## src/csi_cfg.svh

```systemverilog
// configuration constants for the charger safety interlock supervisor
`ifndef CSI_CFG_SVH
`define CSI_CFG_SVH
// system clock and time base
`define CSI_CLK_HZ 100000000
`define CSI_CYC_PER_MS (`CSI_CLK_HZ / 1000)
// earth fault filter and shutdown deadlines, in milliseconds
`define CSI_T_FILT_MS 300
`define CSI_T_PILOT_MS 30
`define CSI_T_LATCH_MS 2000
`define CSI_T_OVP_MS 3000
`define CSI_T_EARTH_MS 5000
// analogue thresholds, whole amps and whole volts
`define CSI_I_SAFE_A 16'h0005
`define CSI_V_DISCH_V 16'h003C
`define CSI_V_UNLOCK_V 16'h000A
// register map, byte addresses
`define CSI_AW 8
`define CSI_OFS_STATUS 8'h00
`define CSI_OFS_CLEAR 8'h04
`define CSI_OFS_ENABLE 8'h08
`define CSI_OFS_CTRL 8'h0C
`define CSI_OFS_STATE 8'h10
// event bit positions in status, clear and enable
`define CSI_EV_W 5
`define CSI_EV_EARTH 0
`define CSI_EV_LATCH 1
`define CSI_EV_PILOT 2
`define CSI_EV_OVP 3
`define CSI_EV_LATE 4
// control register: pilot loss sense selection, one bit per pilot line
`define CSI_CTRL_W 3
`define CSI_CTRL_RST 3'h7
// reset values and bus answers
`define CSI_EV_RST 5'h00
`define CSI_RESP_OKAY 2'h0
`define CSI_RESP_SLVERR 2'h2
`endif

```

## src/csi_pkg.sv

```systemverilog
// types shared by the charger safety interlock supervisor
package csi_pkg;
  // shutdown sequence states, one-hot
  typedef enum logic [4:0] {
    csi_st_run = 5'h01,
    csi_st_cut = 5'h02,
    csi_st_open = 5'h04,
    csi_st_disch = 5'h08,
    csi_st_safe = 5'h10
  } csi_state_t;
  // cause of the running shutdown
  typedef enum logic [1:0] {
    csi_cz_earth = 2'h0,
    csi_cz_latch = 2'h1,
    csi_cz_pilot = 2'h2,
    csi_cz_ovp = 2'h3
  } csi_cause_t;
endpackage

```

## src/csi_tmr_if.sv

```systemverilog
// control bundle between the supervisor and one down-counting timer
`timescale 1ns/100ps
`default_nettype none
interface csi_tmr_if;
  logic load; // reload the counter this cycle
  logic [31:0] count; // reload value, cycles minus one
  logic run; // count down while high
  logic expired; // running and reached zero
  modport ctl (output load, output count, output run, input expired);
  modport tmr (input load, input count, input run, output expired);
endinterface
`default_nettype wire

```

## src/csi_timer.sv

```systemverilog
// down-counting timer used for the earth filter and the shutdown deadline
`timescale 1ns/100ps
`default_nettype none
module csi_timer (
  input wire logic clk_sys,
  input wire logic rst_b,
  csi_tmr_if.tmr tif
);
  logic [31:0] cnt_q; // remaining cycles
  logic [31:0] cnt_d;

  ////////////////////////////////////////////////////////////////////////////
  // next count: reload wins, then count down, saturate at zero
  always_comb begin
    cnt_d = cnt_q;
    if (tif.load) begin
      cnt_d = tif.count;
    end else if (tif.run && (cnt_q != 32'h0)) begin
      cnt_d = cnt_q - 32'h1;
    end
  end

  // reset to the top so nothing expires before the first reload
  always_ff @(posedge clk_sys) begin
    if (!rst_b) begin
      cnt_q <= 32'hFFFFFFFF;
    end else begin
      cnt_q <= cnt_d;
    end
  end

  // only meaningful while the owner keeps run high
  assign tif.expired = tif.run && !tif.load && (cnt_q == 32'h0);
endmodule // csi_timer
`default_nettype wire

```

## src/csi_supervisor.sv

```systemverilog
// safety interlock supervisor for a dc charging station, axi4-lite registers
// Functional notes
// - watch leakage current continuously, treat as earth fault
// - earth fault: first cut output current below 5 A
// - then open first start/stop switch
// - finally discharge output below 60 V
// - whole earth sequence within 5 s
// - earth detection faster than 1 s
// - earth detector slower than 0.2 s, continuous
// - earth fault latches permanent restart lockout
// - permit unlock only at 10 V or less
// - latch/lock failure keeps power lines de-energized
// - latch failure charging: cut within 2 s, then open
// - never open switches above 5 A
// - pilot loss charging: cut within 30 ms
// - overvoltage versus vehicle limit: cut within 3 s
// - closed switch asserts start signal to vehicle
`timescale 1ns/100ps
`default_nettype none
`include "csi_cfg.svh"
module csi_supervisor import csi_pkg::*; #(
  parameter int unsigned P_FILT_CYC = `CSI_T_FILT_MS * `CSI_CYC_PER_MS,
  parameter int unsigned P_PILOT_CYC = `CSI_T_PILOT_MS * `CSI_CYC_PER_MS,
  parameter int unsigned P_LATCH_CYC = `CSI_T_LATCH_MS * `CSI_CYC_PER_MS,
  parameter int unsigned P_OVP_CYC = `CSI_T_OVP_MS * `CSI_CYC_PER_MS,
  parameter int unsigned P_EARTH_CYC = `CSI_T_EARTH_MS * `CSI_CYC_PER_MS
) (
  input wire logic clk_sys,
  input wire logic rst_b,
  input wire logic [`CSI_AW-1:0] awaddr,
  input wire logic awvalid,
  output logic awready,
  input wire logic [31:0] wdata,
  input wire logic [3:0] wstrb,
  input wire logic wvalid,
  output logic wready,
  output logic [1:0] bresp,
  output logic bvalid,
  input wire logic bready,
  input wire logic [`CSI_AW-1:0] araddr,
  input wire logic arvalid,
  output logic arready,
  output logic [31:0] rdata,
  output logic [1:0] rresp,
  output logic rvalid,
  input wire logic rready,
  input wire logic leakage_current_measure,
  input wire logic latch_fail,
  input wire logic station_pilot_one_ok,
  input wire logic station_pilot_two_ok,
  input wire logic vehicle_ready_pilot_ok,
  input wire logic charging_active,
  input wire logic [15:0] iout_meas,
  input wire logic [15:0] vout_meas,
  input wire logic [15:0] vehicle_vmax,
  input wire logic first_switch_req,
  input wire logic second_switch_req,
  input wire logic energize_req,
  input wire logic unlock_req,
  output logic current_cut,
  output logic voltage_discharge,
  output logic first_start_stop_switch,
  output logic second_start_stop_switch,
  output logic power_enable,
  output logic unlock_permit,
  output logic restart_lockout,
  output logic irq
);
  ////////////////////////////////////////////////////////////////////////////
  // timers: earth filter and shutdown deadline
  csi_tmr_if filt_if ();
  csi_tmr_if dl_if ();
  csi_timer u_filt (.clk_sys(clk_sys), .rst_b(rst_b), .tif(filt_if.tmr));
  csi_timer u_dl (.clk_sys(clk_sys), .rst_b(rst_b), .tif(dl_if.tmr));

  // supervisor state
  csi_state_t st_q, st_d;
  csi_cause_t cz_q, cz_d;
  logic prime_q, prime_d; // first cycle after reset primes the filter
  logic earth_det_q, earth_det_d; // filtered earth fault level
  logic lock_q, lock_d; // no-restart latch
  logic cut_q, cut_d;
  logic disch_q, disch_d;
  logic sw1_q, sw1_d;
  logic sw2_q, sw2_d;
  logic pwr_q, pwr_d;
  logic unl_q, unl_d;
  logic [`CSI_EV_W-1:0] stat_q, stat_d; // sticky causes
  logic irq_q, irq_d;
  // register bus state
  logic [`CSI_EV_W-1:0] en_q, en_d;
  logic [`CSI_CTRL_W-1:0] ctrl_q, ctrl_d;
  logic awr_q, awr_d, wr_q, wr_d, aw_got_q, aw_got_d, w_got_q, w_got_d;
  logic [`CSI_AW-1:0] awa_q, awa_d;
  logic [31:0] wd_q, wd_d;
  logic [3:0] ws_q, ws_d;
  logic bv_q, bv_d, arr_q, arr_d, rv_q, rv_d;
  logic [1:0] br_q, br_d, rr_q, rr_d;
  logic [31:0] rd_q, rd_d;
  logic [`CSI_EV_W-1:0] clr; // write-one-to-clear strobe from the bus

  // combinational helpers
  logic cur_lt_5, cur_le_5, pilot_loss, ovp, earth_new, late, in_seq;
  logic [`CSI_EV_W-1:0] ev;
  logic [`CSI_CTRL_W-1:0] pilot_dn;

  assign cur_lt_5 = iout_meas < `CSI_I_SAFE_A;
  assign cur_le_5 = iout_meas <= `CSI_I_SAFE_A;
  // software chooses which pilot lines count for loss detection
  assign pilot_dn = ctrl_q & ~{vehicle_ready_pilot_ok, station_pilot_two_ok, station_pilot_one_ok};
  assign pilot_loss = charging_active && (pilot_dn != 3'h0);
  assign ovp = charging_active && (vout_meas > vehicle_vmax);

  ////////////////////////////////////////////////////////////////////////////
  // earth filter: reload whenever leakage drops, so the threshold must hold
  // for the whole interval; any dip restarts it and avoids nuisance trips
  assign filt_if.load = prime_q || !leakage_current_measure;
  assign filt_if.run = leakage_current_measure;
  assign filt_if.count = 32'(P_FILT_CYC - 1);
  assign earth_new = filt_if.expired && !earth_det_q;

  // deadline covers current reduction, or the whole sequence for earth
  assign in_seq = (st_q == csi_st_cut) ||
                  ((cz_q == csi_cz_earth) && ((st_q == csi_st_open) || (st_q == csi_st_disch)));
  assign dl_if.run = in_seq;
  assign late = dl_if.expired;

  ////////////////////////////////////////////////////////////////////////////
  // shutdown sequencing, switch gating and status
  always_comb begin
    st_d = st_q;
    cz_d = cz_q;
    dl_if.load = 1'b0;
    dl_if.count = 32'(P_EARTH_CYC - 1);
    prime_d = 1'b0;
    earth_det_d = filt_if.expired;
    lock_d = lock_q || earth_new; // only reset releases it
    case (st_q)
      csi_st_run: begin
        // priority earth, latch, pilot, overvoltage
        if (earth_new) begin
          st_d = csi_st_cut;
          cz_d = csi_cz_earth;
        end else if (latch_fail && charging_active) begin
          st_d = csi_st_cut;
          cz_d = csi_cz_latch;
        end else if (pilot_loss) begin
          st_d = csi_st_cut;
          cz_d = csi_cz_pilot;
        end else if (ovp) begin
          st_d = csi_st_cut;
          cz_d = csi_cz_ovp;
        end
      end
      csi_st_cut: begin
        // wait for the power stage to bring current below 5 A
        if (cur_lt_5) begin
          st_d = csi_st_open;
        end
      end
      csi_st_open: begin
        // switches fall as soon as current allows
        if (!sw1_q && !sw2_q) begin
          st_d = (cz_q == csi_cz_earth) ? csi_st_disch : csi_st_safe;
        end
      end
      csi_st_disch: begin
        if (vout_meas < `CSI_V_DISCH_V) begin
          st_d = csi_st_safe;
        end
      end
      csi_st_safe: begin
        // leave only when quiet, off-charge and not locked out
        if (!lock_q && !charging_active && !latch_fail && !earth_det_q) begin
          st_d = csi_st_run;
        end
      end
      default: begin
        st_d = csi_st_safe;
      end
    endcase
    // a fresh earth fault restarts the sequence from any later state
    if (earth_new && (st_q != csi_st_run)) begin
      st_d = csi_st_cut;
      cz_d = csi_cz_earth;
    end
    if ((st_d == csi_st_cut) && ((st_q == csi_st_run) || earth_new)) begin
      dl_if.load = 1'b1;
      case (cz_d)
        csi_cz_earth: dl_if.count = 32'(P_EARTH_CYC - 1);
        csi_cz_latch: dl_if.count = 32'(P_LATCH_CYC - 1);
        csi_cz_pilot: dl_if.count = 32'(P_PILOT_CYC - 1);
        default: dl_if.count = 32'(P_OVP_CYC - 1);
      endcase
    end
    // current command held from the first faulted edge onward
    cut_d = (st_d != csi_st_run) || lock_d;
    disch_d = (st_d == csi_st_disch) || (lock_d && (st_d == csi_st_safe));
    // closed switch asserts start; opening waits for safe current
    if (sw1_q) begin
      sw1_d = !(((st_d != csi_st_run) || lock_d || !first_switch_req) && cur_le_5);
    end else begin
      sw1_d = first_switch_req && (st_d == csi_st_run) && !lock_d;
    end
    if (sw2_q) begin
      sw2_d = !(((st_d != csi_st_run) || lock_d || !second_switch_req) && cur_le_5);
    end else begin
      sw2_d = second_switch_req && (st_d == csi_st_run) && !lock_d;
    end
    pwr_d = energize_req && (st_d == csi_st_run) && !lock_d && !latch_fail;
    unl_d = unlock_req && (vout_meas <= `CSI_V_UNLOCK_V);
    // sticky causes: a new event wins over a clear in the same cycle
    ev = '0;
    ev[`CSI_EV_EARTH] = earth_new;
    ev[`CSI_EV_LATCH] = latch_fail;
    ev[`CSI_EV_PILOT] = pilot_loss;
    ev[`CSI_EV_OVP] = ovp;
    ev[`CSI_EV_LATE] = late;
    stat_d = (stat_q & ~clr) | ev;
    irq_d = (stat_d & en_q) != `CSI_EV_RST;
  end

  always_ff @(posedge clk_sys) begin
    if (!rst_b) begin
      st_q <= csi_st_run;
      cz_q <= csi_cz_earth;
      prime_q <= 1'b1;
      earth_det_q <= 1'b0;
      lock_q <= 1'b0;
      cut_q <= 1'b0;
      disch_q <= 1'b0;
      sw1_q <= 1'b0;
      sw2_q <= 1'b0;
      pwr_q <= 1'b0;
      unl_q <= 1'b0;
      stat_q <= `CSI_EV_RST;
      irq_q <= 1'b0;
    end else begin
      st_q <= st_d;
      cz_q <= cz_d;
      prime_q <= prime_d;
      earth_det_q <= earth_det_d;
      lock_q <= lock_d;
      cut_q <= cut_d;
      disch_q <= disch_d;
      sw1_q <= sw1_d;
      sw2_q <= sw2_d;
      pwr_q <= pwr_d;
      unl_q <= unl_d;
      stat_q <= stat_d;
      irq_q <= irq_d;
    end
  end

  ////////////////////////////////////////////////////////////////////////////
  // axi4-lite slave: one write and one read in flight, either aw/w order
  logic aw_have, w_have, do_wr, do_rd;
  logic [`CSI_AW-1:0] wa;
  logic [31:0] wdv;
  logic [3:0] wsv;

  always_comb begin
    aw_have = aw_got_q || (awvalid && awr_q);
    w_have = w_got_q || (wvalid && wr_q);
    wa = aw_got_q ? awa_q : awaddr;
    wdv = w_got_q ? wd_q : wdata;
    wsv = w_got_q ? ws_q : wstrb;
    do_wr = aw_have && w_have && !bv_q;
    do_rd = arvalid && arr_q;
    awa_d = (awvalid && awr_q) ? awaddr : awa_q;
    wd_d = (wvalid && wr_q) ? wdata : wd_q;
    ws_d = (wvalid && wr_q) ? wstrb : ws_q;
    aw_got_d = aw_have && !do_wr;
    w_got_d = w_have && !do_wr;
    bv_d = do_wr || (bv_q && !bready);
    br_d = br_q;
    en_d = en_q;
    ctrl_d = ctrl_q;
    clr = '0;
    if (do_wr) begin
      br_d = `CSI_RESP_OKAY;
      case (wa)
        `CSI_OFS_STATUS, `CSI_OFS_STATE: begin
          // read-only words ignore writes
        end
        `CSI_OFS_CLEAR: begin
          if (wsv[0]) clr = wdv[`CSI_EV_W-1:0];
        end
        `CSI_OFS_ENABLE: begin
          if (wsv[0]) en_d = wdv[`CSI_EV_W-1:0];
        end
        `CSI_OFS_CTRL: begin
          if (wsv[0]) ctrl_d = wdv[`CSI_CTRL_W-1:0];
        end
        default: begin
          br_d = `CSI_RESP_SLVERR;
        end
      endcase
    end
    // ready drops while a word is held or the response is pending
    awr_d = !aw_got_d && !bv_d;
    wr_d = !w_got_d && !bv_d;
    rv_d = do_rd || (rv_q && !rready);
    arr_d = !rv_d;
    rd_d = rd_q;
    rr_d = rr_q;
    if (do_rd) begin
      rr_d = `CSI_RESP_OKAY;
      case (araddr)
        `CSI_OFS_STATUS: rd_d = {27'h0000000, stat_q};
        `CSI_OFS_CLEAR: rd_d = 32'h00000000;
        `CSI_OFS_ENABLE: rd_d = {27'h0000000, en_q};
        `CSI_OFS_CTRL: rd_d = {29'h00000000, ctrl_q};
        `CSI_OFS_STATE: rd_d = {20'h00000, disch_q, cut_q, lock_q, cz_q, sw2_q, sw1_q, st_q};
        default: begin
          rd_d = 32'h00000000;
          rr_d = `CSI_RESP_SLVERR;
        end
      endcase
    end
  end

  always_ff @(posedge clk_sys) begin
    if (!rst_b) begin
      en_q <= `CSI_EV_RST;
      ctrl_q <= `CSI_CTRL_RST;
      awr_q <= 1'b0;
      wr_q <= 1'b0;
      aw_got_q <= 1'b0;
      w_got_q <= 1'b0;
      awa_q <= '0;
      wd_q <= 32'h00000000;
      ws_q <= 4'h0;
      bv_q <= 1'b0;
      br_q <= `CSI_RESP_OKAY;
      arr_q <= 1'b0;
      rv_q <= 1'b0;
      rr_q <= `CSI_RESP_OKAY;
      rd_q <= 32'h00000000;
    end else begin
      en_q <= en_d;
      ctrl_q <= ctrl_d;
      awr_q <= awr_d;
      wr_q <= wr_d;
      aw_got_q <= aw_got_d;
      w_got_q <= w_got_d;
      awa_q <= awa_d;
      wd_q <= wd_d;
      ws_q <= ws_d;
      bv_q <= bv_d;
      br_q <= br_d;
      arr_q <= arr_d;
      rv_q <= rv_d;
      rr_q <= rr_d;
      rd_q <= rd_d;
    end
  end

  // every output straight from a flip-flop
  assign awready = awr_q;
  assign wready = wr_q;
  assign bvalid = bv_q;
  assign bresp = br_q;
  assign arready = arr_q;
  assign rvalid = rv_q;
  assign rresp = rr_q;
  assign rdata = rd_q;
  assign current_cut = cut_q;
  assign voltage_discharge = disch_q;
  assign first_start_stop_switch = sw1_q;
  assign second_start_stop_switch = sw2_q;
  assign power_enable = pwr_q;
  assign unlock_permit = unl_q;
  assign restart_lockout = lock_q;
  assign irq = irq_q;
endmodule // csi_supervisor
`default_nettype wire

```

## config.mk

```make
export PLATFORM = sky130hd
export DESIGN_NAME = csi_supervisor
export DESIGN_NICKNAME = d
export VERILOG_FILES = /design/src/csi_pkg.sv /design/src/csi_tmr_if.sv /design/src/csi_timer.sv /design/src/csi_supervisor.sv
export VERILOG_INCLUDE_DIRS = /design/src
export SDC_FILE = /design/constraint.sdc
export NUM_CORES = 1
export LEC_CHECK = 0
export CELL_PAD_IN_SITES_DETAIL_PLACEMENT = 1
export CELL_PAD_IN_SITES_GLOBAL_PLACEMENT = 1
export CORE_ASPECT_RATIO = 0.6
export CORE_MARGIN = 1.5
export CORE_UTILIZATION = 50
export CTS_CLUSTER_DIAMETER = 200
export DETAILED_ROUTE_END_ITERATION = 7
export DONT_BUFFER_PORTS = 1
export HOLD_SLACK_MARGIN = 0.15
export PLACE_DENSITY_LB_ADDON = 0.1
export SLEW_MARGIN = 10
export SYNTH_ARGS = -nofsm -noshare
export SYNTH_HDL_FRONTEND = slang
export SYNTH_SLANG_ARGS = --single-unit
```

## constraint.sdc

```tcl
create_clock -name clk_sys -period 4.6 [get_ports clk_sys]
set_input_delay 0.46 -clock clk_sys [delete_from_list [all_inputs] [get_ports clk_sys]]
set_output_delay 0.46 -clock clk_sys [all_outputs]
set_load 0.01 [all_outputs]
```

### Word level (Yosys, flattened, before mapping)

Cells that the tools add are included.

* $add $sub $neg: 2
* $lt $le $gt $ge: 5
* eq/ne operators: 21
* mux-type cells: 36
* bitwise gates (word level): 7
* reduce and logical (&&, ||, !) cells: 91

Operators by type and width (number)
* 32-bit 2-to-1 mux: 4
* 29-bit one-hot mux with 3 select lines: 1
* 5-bit 2-to-1 mux: 14
* 32-bit logical NOT: 2
* 32-bit nonzero test: 2
* 32-bit by 1-bit subtractor with 32-bit output (second input constant): 2
* 12-bit one-hot mux with 4 select lines: 1
* 1-bit logical AND: 39
* 8-bit by 4-bit == test with 1-bit output (second input constant): 4
* 29-bit 2-to-1 mux: 1
* 5-bit one-hot mux with 5 select lines: 1
* 1-bit logical NOT: 22
* 8-bit by 3-bit == test with 1-bit output (second input constant): 2
* 8-bit by 5-bit == test with 1-bit output (second input constant): 2
* 16-bit greater-than comparator: 1
* 16-bit by 3-bit <= comparator with 1-bit output (second input constant): 1
* 16-bit by 4-bit <= comparator with 1-bit output (second input constant): 1
* 8-bit logical NOT: 2
* 16-bit by 3-bit < comparator with 1-bit output (second input constant): 1
* 16-bit by 6-bit < comparator with 1-bit output (second input constant): 1
* 2-bit 2-to-1 mux: 8
* 1-bit logical OR: 13
* 5-bit bitwise AND: 2
* 5-bit by 1-bit == test with 1-bit output (second input constant): 2
* other kinds (21): 33

* flip-flop bits (word level): 151
* input port bits: 117
* output and inout port bits: 49
* logic and storage cells: 193

### Longest topological paths before layout

* depth after elaboration: 18
* mapped depth: 14
* mapped depth without buffers: 14

### Cells and area by module

Synthesis repeated with hierarchy kept, for this count alone.

* cells, all modules: 1020
* area, all modules: 8361.8 um^2

Modules (own cells, without submodules)
* csi_timer: times used 2, cells each 275, area an instance 2282.2 um^2, sequential area each 640.6 um^2
* csi_supervisor: times used 1, cells each 470, area an instance 3797.4 um^2, sequential area each 1301.2 um^2

### Worst setup path before layout

No wires, ideal clock.

* path kind: input port to flip-flop
* from: input port vehicle_vmax[15]
* to: register u_dl.cnt_q[27]
* setup time: 0.138 ns
* arrival time: 2.993 ns
* required time: 4.462 ns
* slack: 1.469 ns
* stages on the path: 14
* buffers on the path: 0
* cell sequence: inv_1 -> ha_1 -> nand4_1 -> or4_1 -> a21o_1 -> a31o_2 -> a21oi_1 -> nor2_1 -> or3_1 -> ha_1 -> nor2_1 -> o21ai_0 -> a21oi_1 -> a211oi_1

* cells in the longest elaborated chain, start to end: 12

Ends and longest elaborated chain
* start, declared: RTL line csi_supervisor.sv:55 `input wire logic [15:0] vehicle_vmax,`
* 16-bit greater-than comparator (*): RTL line csi_supervisor.sv:112 `assign ovp = charging_active && (vout_meas > vehicle_vmax);`
* 1-bit logical AND (*): RTL line csi_supervisor.sv:112
* 5-bit 2-to-1 mux / 2-bit 2-to-1 mux (equally long branches): RTL line csi_supervisor.sv:150 `end else if (ovp) begin`
* 5-bit 2-to-1 mux / 2-bit 2-to-1 mux (equally long branches): RTL line csi_supervisor.sv:147 `end else if (pilot_loss) begin`
* 5-bit 2-to-1 mux / 2-bit 2-to-1 mux (equally long branches): RTL line csi_supervisor.sv:144 `end else if (latch_fail && charging_active) begin`
* 5-bit 2-to-1 mux / 2-bit 2-to-1 mux (equally long branches): RTL line csi_supervisor.sv:141 `if (earth_new) begin`
* 5-bit one-hot mux with 5 select lines / 2-bit 2-to-1 mux (equally long branches): RTL line csi_supervisor.sv:138 `case (st_q)`
* 5-bit 2-to-1 mux / 2-bit 2-to-1 mux (equally long branches): RTL line csi_supervisor.sv:183 `if (earth_new && (st_q != csi_st_run)) begin`
* 5-bit by 2-bit == test with 1-bit output, or another cell as far along: RTL line csi_supervisor.sv:187 `if ((st_d == csi_st_cut) && ((st_q == csi_st_run) || earth_new)) begin`
* 1-bit logical AND / 29-bit one-hot mux with 3 select lines (equally long branches): RTL line csi_supervisor.sv:187, csi_supervisor.sv:189
* 29-bit 2-to-1 mux / 1-bit 2-to-1 mux (equally long branches): RTL line csi_supervisor.sv:187
* 32-bit 2-to-1 mux / 2-bit nonzero test (equally long branches)
* end signal, assigned: RTL line csi_timer.sv:28 `cnt_q <= cnt_d;`
* end, declared: RTL line csi_timer.sv:9 `logic [31:0] cnt_q;`

Every way passes the cells marked *; elsewhere a longest branch is shown, timed or not.
A chain may end at the register's enable or synchronous reset.

### Worst setup path in the final report

* from: register u_filt.cnt_q[11]
* to: register u_dl.cnt_q[25]

* cells in the longest elaborated chain, start to end: 10

Ends and longest elaborated chain
* start, declared: RTL line csi_timer.sv:9
* start signal, assigned: RTL line csi_timer.sv:28
* 32-bit logical NOT (*): RTL line csi_timer.sv:33 `assign tif.expired = tif.run && !tif.load && (cnt_q == 32'h0);`
* 1-bit logical AND (*): RTL line csi_timer.sv:33
* 1-bit logical AND (*): RTL line csi_supervisor.sv:120 `assign earth_new = filt_if.expired && !earth_det_q;`
* 2-bit 2-to-1 mux: RTL line csi_supervisor.sv:141
* 2-bit 2-to-1 mux: RTL line csi_supervisor.sv:138
* 2-bit 2-to-1 mux (*): RTL line csi_supervisor.sv:183
* net cz_d[0]: RTL line csi_supervisor.sv:78 `csi_cause_t cz_q, cz_d;`
* 2-bit == test, or another cell as far along: RTL line csi_supervisor.sv:189 `case (cz_d)`
* 29-bit one-hot mux with 3 select lines (*): RTL line csi_supervisor.sv:189
* 29-bit 2-to-1 mux (*): RTL line csi_supervisor.sv:187
* 32-bit 2-to-1 mux (*): RTL line csi_timer.sv:16 `if (tif.load) begin`

The timed path passes the listed nets; every way through them passes the cells marked *.

==> flow_summary.rst <==
.. list-table::
   :header-rows: 1

   * - Metric
     - Value
   * - Wire length of the first global-routing pass
     - approximately 33 mm
   * - Via count
     - 6094
   * - Maximum frequency from static timing analysis
     - ~280 MHz
   * - Result of the run
     - finished, final reports clean
   * - Synth Register Bits
     - 129
   * - Cell type contributing the most total cell area after synthesis
     - sky130_fd_sc_hd__dfxtp_1
   * - Setup TNS
     - 0 ns
   * - Insertion delay of the later-clocked pin in the worst-skew pair
     - 0.42 ns
   * - First drt pass iteration count
     - 4
   * - Post-detailed-placement cell area
     - roughly 7000 µm²
   * - Distinct cell type count of the synthesized netlist
     - 66
   * - Count of clock tree sinks
     - 129
   * - Antenna violations before repair
     - 0
   * - Area share of the largest cell type after synthesis
     - 38.00%
   * - Height of the die
     - 93.31 µm
   * - Drt total wl
     - 20.33 mm
   * - Number of enable-type register cells in the synthesized netlist
     - 0
   * - Input/output buffers
     - 0
   * - Cell at the root of the clock tree
     - sky130_fd_sc_hd__clkbuf_16
   * - Worst min-delay path category
     - input port to register
   * - Slew @ Worst Pin
     - 1.132 ns
   * - Maximum clock skew at final layout
     - 0.01360 ns
   * - Post-synth design cell area
     - 6797 µm²
   * - Slowest Stage Delay on Critical Path
     - 0.68 ns
   * - Number of inserted filler cells in the final layout
     - 1547
   * - Worst rel slew slack
     - around 24%
   * - Post-DR wirelength/cell
     - a little over 20 µm
   * - Total global routing track utilization
     - approximately 30%
   * - VDD IR-drop max
     - 0.0002274 V
   * - Via count of the first global-routing pass
     - 6260
   * - Antenna Violating Nets Remaining
     - 0
   * - Power after layout
     - 2.795 mW
   * - Setup repair after global routing missed its margin
     - false
   * - Nature of the critical path endpoint
     - register
   * - Die Width
     - 153.5 µm
   * - Area growth syn-to-layout
     - 8.395%
   * - Required time worst endpoint
     - 4.86 ns
   * - Worst EP arrival
     - about 3.8 ns
   * - Post-route standard cell area excluding fillers
     - 7367 µm²
   * - Reported max-cap violation count
     - 0
   * - Total global routing overflow
     - 0
   * - Power density cells
     - about 380 nW/µm²
   * - Sequential standard cell area
     - between 2000 and 3000 µm²
   * - FP Rows
     - 32
   * - Number of hold-slack violations in the final timing report
     - 0
   * - Routed via count divided by cell count
     - 6.174
   * - Min cycle time layout
     - 3.528 ns
   * - CTS tree
     - done
   * - Count of buffering cells on the critical path with inverters included
     - 0
   * - Share of final-layout standard cells stronger than drive strength 1
     - 7.099%
   * - Post-Syn Area per Cell
     - roughly 8.3 µm²
   * - Slowest library cell on the worst path
     - sky130_fd_sc_hd__a211oi_1
   * - Max H-tree Level
     - 4
   * - Effective utilization at floorplan
     - a little over half
   * - Core ar.
     - 13050 µm²
   * - Detailed placer's ending HPWL
     - 14.69 mm
   * - Cell-by-cell trace of the critical path
     - or4_4 -> or3_1 -> nor4_2 -> and2_1 -> nor3_1 -> ha_1 -> a211oi_1 -> a41oi_1
   * - Async S/R FF share, synth
     - 0%
   * - Sequential cell area fraction in the yosys report
     - 38.00%
   * - Final Setup Violations
     - 0
   * - Top post-synthesis cells by area
     - sky130_fd_sc_hd__dfxtp_1 38%, sky130_fd_sc_hd__nand2_1 5.7%, sky130_fd_sc_hd__xnor2_1 4.6%
   * - Nets@finish
     - 946
   * - DRC viols
     - 0
   * - Startpoint class of the critical path
     - register
   * - Clock transition at the registers of the reported paths
     - 0.05 ns
   * - Setup Crit Path Kind
     - register to register
   * - Initial drt markers
     - between 300 and 400
   * - Post-CTS Setup Inserts
     - 0
   * - Worst path top cell family by delay
     - simple AND/OR/NAND/NOR gates
   * - Reported leakage power
     - 2.616 nW
   * - Max-slew violation count
     - 0
   * - DIE AREA
     - around 14000 µm²
   * - I/O pins
     - 166
   * - Final RePlAce weighted congestion
     - just under 0.9
   * - Predominant post-synthesis flop cell
     - sky130_fd_sc_hd__dfxtp_1
   * - Diodes inserted
     - 0
   * - Count of warnings emitted by yosys
     - 0
   * - Multi-input gate area
     - 3880 µm²
   * - Largest net degree at the start of global routing
     - 33
   * - Inserted Clock Buffers
     - 17
   * - Critical path peak fanout
     - 10
   * - Clock tree buffer depth
     - 2
   * - Final cycle utilization of the critical path
     - 76.70%
   * - Cell count after synthesis
     - 817
[timing repair]
| item | CTS | global route |
|---|---|---|
| hold buffers | 3 | 0 |
| gates resized for setup | 0 | 0 |
| endpoints found under the hold margin | 29 | 0 |
[area by class of cell]
class / count / area share [%]
sequential: 129 / 35.05
clock buffer: 20 / 6.063
timing repair buffer: 6 / 0.7133
tap: 170 / 2.887
clock inverter: 11 / 1.240
multi-input combinational: 624 / 52.67
inverter: 27 / 1.376
[routing by layer]
metal  track usage, %  wire [µm]
met2            47.66       9300
met3            6.256       1252
met5                0          0
met4            9.871        371
met1            38.70       9401
[cell families (layout without fill, tap and decap cells)]
kind of cell    count (synthesis)  after routing  share of synthesized area, %
simple gates                  341            341                         25.96
compound gates                160            160                         15.08
mux                            22             22                         3.332
buf+inv                        85             64                         6.075
fa+ha+maj                      24             24                         4.418
flops                         129            129                         38.00
other cells                     1             22                       0.05518
xor+xnor                       55             55                         7.088
[Yosys cell counts, drive strengths merged, types with 8 or more instances]
master and number:
nor3 42, nand4 10, or3 8, a22oi 13, buf 34, nor2 64
a21oi 45, dfxtp 129, nand3 15, or4 10, nor4 32, xor2 19
mux2i 17, nand2b 11, o21ai 44, ha 24, inv 27, o21a 8
nand2 104, clkbuf 24, xnor2 36
[cell usage in the layout (no fill, tap or decap), types with 5 or more instances in the layout]
cell                        synthesis  routed
sky130_fd_sc_hd__nor3b_1            6       6
sky130_fd_sc_hd__mux2i_1           17      17
sky130_fd_sc_hd__nor3_1            40      40
sky130_fd_sc_hd__a211oi_1           7       7
sky130_fd_sc_hd__nand2_1          104     104
sky130_fd_sc_hd__xor2_1            19      19
sky130_fd_sc_hd__o22ai_1            5       5
sky130_fd_sc_hd__nand3_1           15      15
sky130_fd_sc_hd__or4_1              6       6
sky130_fd_sc_hd__and2_1             6       6
sky130_fd_sc_hd__clkinv_2           0       6
sky130_fd_sc_hd__nand4_1           10      10
sky130_fd_sc_hd__a21oi_1           45      45
sky130_fd_sc_hd__o21ai_0           42      42
sky130_fd_sc_hd__a41oi_1            5       5
sky130_fd_sc_hd__and3_1             5       5
sky130_fd_sc_hd__conb_1             1      22
sky130_fd_sc_hd__nor4_1            29      29
sky130_fd_sc_hd__a22oi_1           13      13
sky130_fd_sc_hd__nor2_1            64      64
sky130_fd_sc_hd__o21a_1             8       8
sky130_fd_sc_hd__xnor2_1           36      36
sky130_fd_sc_hd__inv_1             27      27
sky130_fd_sc_hd__mux2_2             5       5
sky130_fd_sc_hd__nand4b_1           5       5
sky130_fd_sc_hd__nand2b_1          11      11
sky130_fd_sc_hd__ha_1              24      24
sky130_fd_sc_hd__or3_1              8       8
sky130_fd_sc_hd__dfxtp_1          129     129
sky130_fd_sc_hd__nor2b_1            5       5
sky130_fd_sc_hd__nand3b_1           5       5
sky130_fd_sc_hd__clkbuf_16          0      17
[final timing paths]
kind	from	to	slack, ns	cells after the start
setup / recovery	u_filt.cnt_q[11]$_SDFFE_PN1P_	u_dl.cnt_q[25]$_SDFFE_PN1P_	1.07	8
hold / removal	rst_b	u_filt.cnt_q[18]$_SDFFE_PN1P_	0.17	1
setup reg to reg	u_filt.cnt_q[11]$_SDFFE_PN1P_	u_dl.cnt_q[25]$_SDFFE_PN1P_	1.07	8
hold reg to reg	awa_q[6]$_SDFFE_PN0P_	awa_q[6]$_SDFFE_PN0P_	0.46	2
[registers in the layout, indices dropped and copies added, names as in the netlist, 2 cells and up]
| name | flops |
|---|---|
| st_q | 5 |
| awa_q | 8 |
| wd_q | 5 |
| en_q | 5 |
| stat_q | 5 |
| rdata | 12 |
| u_filt.cnt_q | 32 |
| cz_q | 2 |
| u_dl.cnt_q | 32 |
| ctrl_q | 3 |
[power breakdown]
part	switching, mW	internal, mW
Sequential	0.0742	1.18
Clock	0.511	0.747
Combinational	0.173	0.110
Total	0.759	2.04
[worst reg2reg max path, delay by kind of cell, from the launching register on]
kind,cells,cell delay [ns]
simple gates,5,1.99
compound gates,2,0.78
flops,1,0.34
fa+ha+maj,1,0.26
[through the flow]
stage / util [%] / hold slack [ns] / setup slack, ns / instances
final: 56.44 / 0.1654 / 1.072 / 987
after global routing: 56.44 / 0.1603 / 0.9083 / 987
after CTS: 56.44 / 0.1538 / 1.118 / 987
after detailed placement: 52.09 / 0.4486 / 0.9425 / 953
after global placement: 52.09 / 0.4392 / 1.124 / 953
after floorplan: - / 0.4311 / 1.469 / 838
Power figures use the tool's default switching activity.
